[config.mk]
export PLATFORM = sky130hd
export DESIGN_NAME = acs_acl_entry_staging_access
export DESIGN_NICKNAME = d
export VERILOG_FILES = /design/src/pkg/acs_pkg.sv /design/src/logic/acs_staging_byte.sv /design/src/logic/acs_access_timer.sv /design/src/logic/acs_acl_entry_staging_access.sv
export SDC_FILE = /design/constraint.sdc
export NUM_CORES = 1
export LEC_CHECK = 0
export BUFFER_PORTS_ARGS = -buffer_cell sky130_fd_sc_hd__clkbuf_2
export CAP_MARGIN = 10
export CORE_AREA = 2 2 235 353
export CTS_CLUSTER_SIZE = 14
export DETAILED_ROUTE_END_ITERATION = 7
export DIE_AREA = 0 0 237 355
export GPL_ROUTABILITY_DRIVEN = 0
export PLACE_DENSITY = 0.8
export SYNTH_ARGS = -nofsm -noshare
export SYNTH_HDL_FRONTEND = slang
export SYNTH_SLANG_ARGS = --single-unit
[constraint.sdc]
create_clock -name core_clk_in -period 7.8 [get_ports core_clk_in]
set_input_delay 0.39 -clock core_clk_in [delete_from_list [all_inputs] [get_ports core_clk_in]]
set_output_delay 0.39 -clock core_clk_in [all_outputs]
set_load 0.005 [all_outputs]
[src/pkg/acs_pkg.sv]
// Purpose: Shared constants and types for the ACL action staging block
// Assumes: 32-bit classic Wishbone, one register per aligned word
// Notes:   Byte address of a register is four times its index
package acs_pkg;

  // ----------------------------------------------------------------
  // Register indices (byte address = index * 4)
  // ----------------------------------------------------------------
  localparam int unsigned ADDR_W = 14;
  localparam logic [11:0] IDX_PRIO_ACTION = 12'h060A;
  localparam logic [11:0] IDX_REMARK_MAP  = 12'h060B;
  localparam logic [11:0] IDX_SPARE       = 12'h060C;
  localparam logic [11:0] IDX_FWD_MAP     = 12'h060D;
  localparam logic [11:0] IDX_RULESET_HI  = 12'h060E;
  localparam logic [11:0] IDX_RULESET_LO  = 12'h060F;
  localparam logic [11:0] IDX_SELECT_HI   = 12'h0610;
  localparam logic [11:0] IDX_SELECT_LO   = 12'h0611;
  localparam logic [11:0] IDX_CONTROL     = 12'h0612;

  // ----------------------------------------------------------------
  // Field positions and reset values
  // ----------------------------------------------------------------
  localparam int unsigned NUM_ACT_BYTES  = 6;
  localparam int unsigned REMARK_HI_MSB  = 1;
  localparam int unsigned REMARK_LO_BIT  = 7;
  localparam int unsigned FWD_MAP_MSB    = 6;
  localparam int unsigned CTL_WDONE_BIT  = 6;
  localparam int unsigned CTL_RDONE_BIT  = 5;
  localparam int unsigned CTL_DIR_BIT    = 4;
  localparam int unsigned CTL_INDEX_MSB  = 3;
  localparam logic [7:0]  BYTE_RESET     = 8'h00;
  localparam logic [7:0]  CTL_MASK       = 8'h1F;
  localparam int unsigned ACCESS_CYCLES  = 4;

  // ----------------------------------------------------------------
  // Access sequencer states
  // ----------------------------------------------------------------
  typedef enum logic [1:0] {
    ACS_IDLE = 2'b01,
    ACS_BUSY = 2'b10
  } acs_state_t;

endpackage

[src/logic/acs_staging_byte.sv]
// Purpose: One staging byte, written by software or loaded from the table
// Assumes: Software write and table load never coincide
// Notes:   Table load has priority should both ever occur
`timescale 1ns/1ps
module acs_staging_byte (
  input  wire logic       core_clk_in,  // Core clock
  input  wire logic       reset_in,     // Sync reset, high
  input  wire logic       sw_we_in,     // Software write strobe
  input  wire logic [7:0] sw_data_in,   // Software write data
  input  wire logic       load_in,      // Table read load strobe
  input  wire logic [7:0] load_data_in, // Table content
  output logic      [7:0] q_out         // Held byte
);

  always_ff @(posedge core_clk_in) begin
    if (reset_in) begin
      q_out <= acs_pkg::BYTE_RESET;
    end else if (load_in) begin
      q_out <= load_data_in;
    end else if (sw_we_in) begin
      q_out <= sw_data_in;
    end
  end

endmodule // acs_staging_byte

[src/logic/acs_access_timer.sv]
// Purpose: Counts out the table access time and pulses on completion
// Assumes: start_in only while not running
// Notes:   done_out is a one-cycle pulse
`timescale 1ns/1ps
module acs_access_timer #(
  parameter int unsigned CYCLES = acs_pkg::ACCESS_CYCLES
) (
  input  wire logic core_clk_in, // Core clock
  input  wire logic reset_in,    // Sync reset, high
  input  wire logic start_in,    // Begin an access
  output logic      done_out     // Access finished pulse
);

  logic [7:0] count_reg;
  logic       run_reg;

  always_ff @(posedge core_clk_in) begin
    if (reset_in) begin
      count_reg <= 8'h00;
      run_reg   <= 1'b0;
      done_out  <= 1'b0;
    end else begin
      done_out <= 1'b0;
      if (start_in) begin
        count_reg <= 8'(CYCLES - 1);
        run_reg   <= 1'b1;
      end else if (run_reg) begin
        if (count_reg == 8'h00) begin
          run_reg  <= 1'b0;
          done_out <= 1'b1;
        end else begin
          count_reg <= count_reg - 8'h01;
        end
      end
    end
  end

endmodule // acs_access_timer

[src/logic/acs_acl_entry_staging_access.sv]
// Purpose: Staging registers and sequencer for one ACL entry's action bytes
// Assumes: Classic Wishbone slave, 32-bit data, byte lane 0 carries data
// Notes:   Key-match bytes 0..9 live elsewhere; their enables are ignored
//
// Function
// - Remark priority bits 2:1 sit in bits 1:0 of the priority action byte.
// - Remark priority bit 0 sits in bit 7 of the second action byte.
// - Forward map bit 0 is port 1, bit 1 port 2, upward to bit 6.
// - Forward map one allows forwarding to that port, zero blocks it.
// - High select bit 0 picks byte 7, down to bit 7 picking byte 0.
// - Low select bit 0 picks byte F, down to bit 7 picking byte 8.
// - Only enabled staging bytes take part in a table read or write.
// - Writing the low select register starts the access; software sets up first.
// - Write status reads zero during a table write, one after it and reset.
// - Read status reads zero during a table read; software polls for one.
//
// Design decision made here: the Wishbone interface to the registers.
`timescale 1ns/1ps
module acs_acl_entry_staging_access #(
  parameter int unsigned ENTRIES       = 16,
  parameter int unsigned ACCESS_CYCLES = acs_pkg::ACCESS_CYCLES
) (
  input  wire logic                       core_clk_in,            // Core clock, 40 MHz
  input  wire logic                       reset_in,               // Sync reset, high
  input  wire logic                       wb_cyc_in,              // Bus cycle
  input  wire logic                       wb_stb_in,              // Bus strobe
  input  wire logic                       wb_we_in,               // Write enable
  input  wire logic [acs_pkg::ADDR_W-1:0] wb_adr_in,              // Byte address
  input  wire logic [3:0]                 wb_sel_in,              // Byte lane selects
  input  wire logic [31:0]                wb_dat_in,              // Write data
  output logic      [31:0]                wb_dat_out,             // Read data
  output logic                            wb_ack_out,             // Acknowledge
  input  wire logic [3:0]                 lookup_index_in,        // Entry for lookup
  output logic      [6:0]                 lookup_forward_map_out, // Allowed egress ports
  output logic      [2:0]                 lookup_remark_out,      // Remark priority value
  output logic      [15:0]                lookup_ruleset_out,     // Ruleset of entry
  output logic                            busy_out                // Table access running
);

  localparam int unsigned NB = acs_pkg::NUM_ACT_BYTES;

  // ----------------------------------------------------------------
  // Bus decode
  // ----------------------------------------------------------------
  logic        ack_reg;
  wire  [11:0] word_idx  = wb_adr_in[acs_pkg::ADDR_W-1:2];
  wire         req       = wb_cyc_in & wb_stb_in & ~ack_reg;
  // Write lands on the ack edge, the one edge where the master samples ack
  wire         wr_take   = wb_cyc_in & wb_stb_in & ack_reg & wb_we_in & wb_sel_in[0];
  wire  [7:0]  wr_byte   = wb_dat_in[7:0];

  acs_pkg::acs_state_t state_reg;
  acs_pkg::acs_state_t state_next;
  wire idle = (state_reg == acs_pkg::ACS_IDLE);

  wire hit_sel_hi = (word_idx == acs_pkg::IDX_SELECT_HI);
  wire hit_sel_lo = (word_idx == acs_pkg::IDX_SELECT_LO);
  wire hit_ctl    = (word_idx == acs_pkg::IDX_CONTROL);
  wire hit_prio   = (word_idx == acs_pkg::IDX_PRIO_ACTION);
  wire hit_remark = (word_idx == acs_pkg::IDX_REMARK_MAP);
  wire hit_spare  = (word_idx == acs_pkg::IDX_SPARE);
  wire hit_fwd    = (word_idx == acs_pkg::IDX_FWD_MAP);
  wire hit_rs_hi  = (word_idx == acs_pkg::IDX_RULESET_HI);
  wire hit_rs_lo  = (word_idx == acs_pkg::IDX_RULESET_LO);

  // ----------------------------------------------------------------
  // Control and select registers
  // ----------------------------------------------------------------
  logic [7:0] sel_hi_reg;
  logic [7:0] sel_lo_reg;
  logic       dir_write_reg;
  logic [3:0] index_reg;
  logic       wdone_reg;
  logic       rdone_reg;

  wire go = wr_take & hit_sel_lo & idle;
  wire access_done;

  always_ff @(posedge core_clk_in) begin
    if (reset_in) begin
      sel_hi_reg    <= acs_pkg::BYTE_RESET;
      sel_lo_reg    <= acs_pkg::BYTE_RESET;
      dir_write_reg <= 1'b0;
      index_reg     <= 4'h0;
    end else if (wr_take & idle) begin
      if (hit_sel_hi) begin
        sel_hi_reg <= wr_byte;
      end
      if (hit_sel_lo) begin
        sel_lo_reg <= wr_byte;
      end
      if (hit_ctl) begin
        dir_write_reg <= wr_byte[acs_pkg::CTL_DIR_BIT];
        index_reg     <= wr_byte[acs_pkg::CTL_INDEX_MSB:0];
      end
    end
  end

  always_ff @(posedge core_clk_in) begin
    if (reset_in) begin
      wdone_reg <= 1'b1;
      rdone_reg <= 1'b1;
    end else if (access_done) begin
      wdone_reg <= 1'b1;
      rdone_reg <= 1'b1;
    end else if (go) begin
      wdone_reg <= ~dir_write_reg;
      rdone_reg <= dir_write_reg;
    end
  end

  // ----------------------------------------------------------------
  // Access sequencer
  // ----------------------------------------------------------------
  always_comb begin
    case (state_reg)
      acs_pkg::ACS_IDLE: state_next = go ? acs_pkg::ACS_BUSY : acs_pkg::ACS_IDLE;
      acs_pkg::ACS_BUSY: state_next = access_done ? acs_pkg::ACS_IDLE : acs_pkg::ACS_BUSY;
      default:           state_next = acs_pkg::ACS_IDLE;
    endcase
  end

  always_ff @(posedge core_clk_in) begin
    if (reset_in) begin
      state_reg <= acs_pkg::ACS_IDLE;
      busy_out  <= 1'b0;
    end else begin
      state_reg <= state_next;
      busy_out  <= (state_next == acs_pkg::ACS_BUSY);
    end
  end

  acs_access_timer #(
    .CYCLES (ACCESS_CYCLES)
  ) u_timer (
    .core_clk_in (core_clk_in),
    .reset_in    (reset_in),
    .start_in    (go),
    .done_out    (access_done)
  );

  // ----------------------------------------------------------------
  // Staging bytes A..F and entry table
  // ----------------------------------------------------------------
  logic [47:0] table_reg [ENTRIES];
  wire  [47:0] row_sel  = table_reg[index_reg];
  wire  [47:0] row_merge;
  wire  [7:0]  stg_q [NB];
  wire  [15:0] byte_en = {sel_hi_reg, sel_lo_reg};
  wire         load_rd = access_done & ~dir_write_reg;
  wire         store_wr = access_done & dir_write_reg;

  genvar gi;
  generate
    for (gi = 0; gi < NB; gi++) begin : g_lane
      // byte k enabled by bit 15-k
      wire lane_en = byte_en[5 - gi];
      wire lane_we = wr_take & idle & (word_idx == 12'(acs_pkg::IDX_PRIO_ACTION + gi));
      assign row_merge[47-8*gi -: 8] = lane_en ? stg_q[gi] : row_sel[47-8*gi -: 8];

      acs_staging_byte u_byte (
        .core_clk_in  (core_clk_in),
        .reset_in     (reset_in),
        .sw_we_in     (lane_we),
        .sw_data_in   (wr_byte),
        .load_in      (load_rd & lane_en),
        .load_data_in (row_sel[47-8*gi -: 8]),
        .q_out        (stg_q[gi])
      );
    end
  endgenerate

  always_ff @(posedge core_clk_in) begin
    if (reset_in) begin
      for (int e = 0; e < ENTRIES; e++) begin
        table_reg[e] <= 48'h0000_0000_0000;
      end
    end else if (store_wr) begin
      table_reg[index_reg] <= row_merge;
    end
  end

  // ----------------------------------------------------------------
  // Lookup port
  // ----------------------------------------------------------------
  wire [47:0] row_look = table_reg[lookup_index_in];

  always_ff @(posedge core_clk_in) begin
    if (reset_in) begin
      lookup_forward_map_out <= 7'h00;
      lookup_remark_out      <= 3'h0;
      lookup_ruleset_out     <= 16'h0000;
    end else begin
      lookup_forward_map_out <= row_look[16 + acs_pkg::FWD_MAP_MSB : 16];
      lookup_remark_out      <= {row_look[40 + acs_pkg::REMARK_HI_MSB : 40],
                                 row_look[32 + acs_pkg::REMARK_LO_BIT]};
      // ruleset in bytes E and F
      lookup_ruleset_out     <= row_look[15:0];
    end
  end

  // ----------------------------------------------------------------
  // Read mux and acknowledge
  // ----------------------------------------------------------------
  wire [7:0] ctl_byte = {1'b0, wdone_reg, rdone_reg, dir_write_reg, index_reg};
  wire [7:0] rd_byte =
    hit_prio   ? stg_q[0] :
    hit_remark ? stg_q[1] :
    hit_spare  ? stg_q[2] :
    hit_fwd    ? stg_q[3] :
    hit_rs_hi  ? stg_q[4] :
    hit_rs_lo  ? stg_q[5] :
    hit_sel_hi ? sel_hi_reg :
    hit_sel_lo ? sel_lo_reg :
    hit_ctl    ? ctl_byte : 8'h00;

  // Single-cycle answer; ack never held into a second cycle
  always_ff @(posedge core_clk_in) begin
    if (reset_in) begin
      ack_reg    <= 1'b0;
      wb_ack_out <= 1'b0;
      wb_dat_out <= 32'h0000_0000;
    end else begin
      ack_reg    <= req;
      wb_ack_out <= req;
      if (req & ~wb_we_in) begin
        wb_dat_out <= {24'h00_0000, rd_byte};
      end
    end
  end

endmodule // acs_acl_entry_staging_access

==> out/qor.csv <==
metric,value,unit
outcome,"finished, final reports clean",
Die Area,84100,µm²
post-CTS resize count,0,
met2 Use GR,49.7,%
Worst setup SP type,flip-flop,
Crit path required time,8.06,ns
"Seq/Total Area, Yosys",59.7,%
post-route setup TNS,0,ns
Clock Tree Root,clkbuf_16,
first-pass GRT wire length,177,mm
CTS buffer count,82,
Hold Fails Final Rpt,0,
global-route met1 utilization,32.5,%
Max Freq,245,MHz
syn avg cell area,14.2,µm²
busiest grt layer,met2,
commonest cells in the netlist,"nor2_1, edfxtp_1, mux4_2",
Antenna Nets Post-Route,0,
"Top FF cell, synth",edfxtp_1,
fin nets,2966,
Die H,355,µm
num ports,119,
Seq cells post-synth,891,
VDD IR-drop max,0.158,mV
Core Region,80900,µm²
postcts setup bufs,0,
via count,27100,
CTS tree,done,
initial antenna violation count,8,
# clock sinks,891,
DRC viols,0,
# fillers,5962,
Avg WL per Cell,30.6,µm
unrepaired setup endpoints after global routing,false,
Skew-Pair Late Insertion Delay,0.66,ns
Rows,128,
Synth Instances,3000,
critical-path maximum fanout,49,
width of the die,237,µm
top cell type's share of synthesized area,54.0,%
Setup Viol. Count Final,0,
"EDFF count, synth",768,
layout cell share with drive strength beyond 1,22.8,%
DRT Pass-1 Iters,6,
largest net degree at the start of global routing,101,
"Cell Area, Synth",42700,µm²
Area growth syn-to-layout,7.52,%
Worst Hold Slack,0.0617,ns
Final Max Slew Viols,0,
vias in the first global route,27700,
Synth cell types,62,
largest area contributor in the synthesized netlist,edfxtp_1,
htree depth,3,
top-count cell post-synth,nor2_1,
Iter 0 DRT Violations,3550,
worst-case clock skew,0.0217,ns
hpwl dp,62.3,mm
final WL,123,mm
Total GRT Usage,29.3,%
M3 GR Usage,6.35,%
Longest Clk Path Bufs,3,
Synth area leaders,"edfxtp_1, mux4_2, nor2_1, dfxtp_1, mux2i_4",
initial cell density of the core,52.8,%
GRT overflow,0,
Worst EP arrival,4.33,ns
Post-Place Setup Slack,3.54,ns
hold buffers post-CTS,0,
Pwr Total,10000,µW
Slew headroom,18.0,%
leakage power,0.0145,µW
post-route setup slack,3.73,ns
number of synthesis warnings,0,
measured slew at the worst slew-check pin,1.23,ns
DR vias/cell,6.75,
Worst setup EP type,flip-flop,
Setup Crit Path Kind,reg -> reg,
Power Density,218,nW/µm²
Largest register FFs,768,
clock transition at the registers of the reported paths,0.06,ns
Port Buffers,65,
minimum clock period,4.07,ns
min-delay worst type,in -> reg,
"FFs w/ async S/R, synth",0,%
max-cap viol count,0,
final worst path period share,52.2,%
## metrics by stage
| step | cell area (µm²) | utilization [%] | cells |
|---|---|---|---|
| after floorplan | 42800 | - | 3023 |
| after global placement | 43400 | 53.6 | 3858 |
| after detailed placement | 43400 | 53.6 | 3858 |
| after CTS | 45900 | 56.8 | 4007 |
| after global routing | 45900 | 56.8 | 4010 |
| final | 45900 | 56.8 | 4011 |
## final cells by class
| class | count | area, µm² | share of cell area (%) |
|---|---|---|---|
| Antenna cell | 3 | 7.51 | 0.0163 |
| Clock buffer | 115 | 2340 | 5.10 |
| Clock inverter | 34 | 223 | 0.485 |
| Inverter | 10 | 37.5 | 0.0817 |
| Multi-Input combinational cell | 1821 | 15900 | 34.6 |
| Sequential cell | 891 | 25500 | 55.6 |
| Tap cell | 1040 | 1300 | 2.83 |
| Timing Repair Buffer | 97 | 599 | 1.30 |
## where the power goes
part | switching, µW | internal (µW) | total, µW
Combinational | 348 | 241 | 589
Sequential | 88.7 | 5380 | 5470
Clock | 1780 | 2160 | 3950
Total | 2220 | 7780 | 10000
## cell families (layout without fill, tap and decap cells)
| kind of cell | Yosys count | in the layout | synth area share, % |
|---|---|---|---|
| buf+inv | 311 | 256 | 3.82 |
| flops | 891 | 891 | 59.7 |
| xor+xnor | 7 | 7 | 0.143 |
| fa+ha+maj | 4 | 4 | 0.117 |
| other cells | 1 | 27 | 0.00878 |
| mux | 447 | 447 | 21.3 |
| simple gates | 1119 | 1119 | 10.9 |
| compound gates | 220 | 220 | 3.90 |
## cell usage in the layout (no fill, tap or decap), types with 6 or more instances in the layout
cell type	synthesis	routed
xor2_1	6	6
mux2i_4	48	48
clkinv_2	0	13
dfxtp_1	123	119
nand2_1	140	128
clkinv_1	0	12
a31oi_2	48	48
a21o_1	6	6
o22ai_1	54	54
nand3_1	16	12
edfxtp_1	768	768
nand2b_4	0	16
and2_1	6	6
a21oi_1	18	18
clkbuf_8	0	6
nor3_1	13	13
nand2b_1	70	53
o2bb2ai_1	6	6
inv_1	10	10
clkbuf_16	0	87
nor2b_1	35	35
clkbuf_2	0	63
o21ai_0	58	58
conb_1	1	24
clkbuf_1	148	22
mux2i_1	74	74
nand2_2	0	6
nor2_1	806	806
nand2_4	0	6
mux4_2	323	323
buf_4	76	31
## final timing paths
kind | from | endpoint | slack, ns | cells after the start
max | dir_write_reg | table_reg[10][6] | 3.73 | 4
min | wb_stb_in | ack_reg | 0.06 | 3
min reg2reg | sel_lo_reg[7] | sel_lo_reg[7] | 0.46 | 2
max reg2reg | dir_write_reg | table_reg[10][6] | 3.73 | 4
## critical path: stages (launching register included)
cell      delay (ns)
dfxtp_1         0.47
nand3b_1        0.18
nor3b_1         0.89
nand2_4         0.89
nand2b_4        1.22
## layer usage
metal | up-vias | share of wire (%)
li1 | 10900 | -
met1 | 13400 | 31
met2 | 2123 | 50
met3 | 609 | 11
met4 | 10 | 7.7
met5 | - | 0.051
No activity file was read; power rests on OpenSTA's default activity.
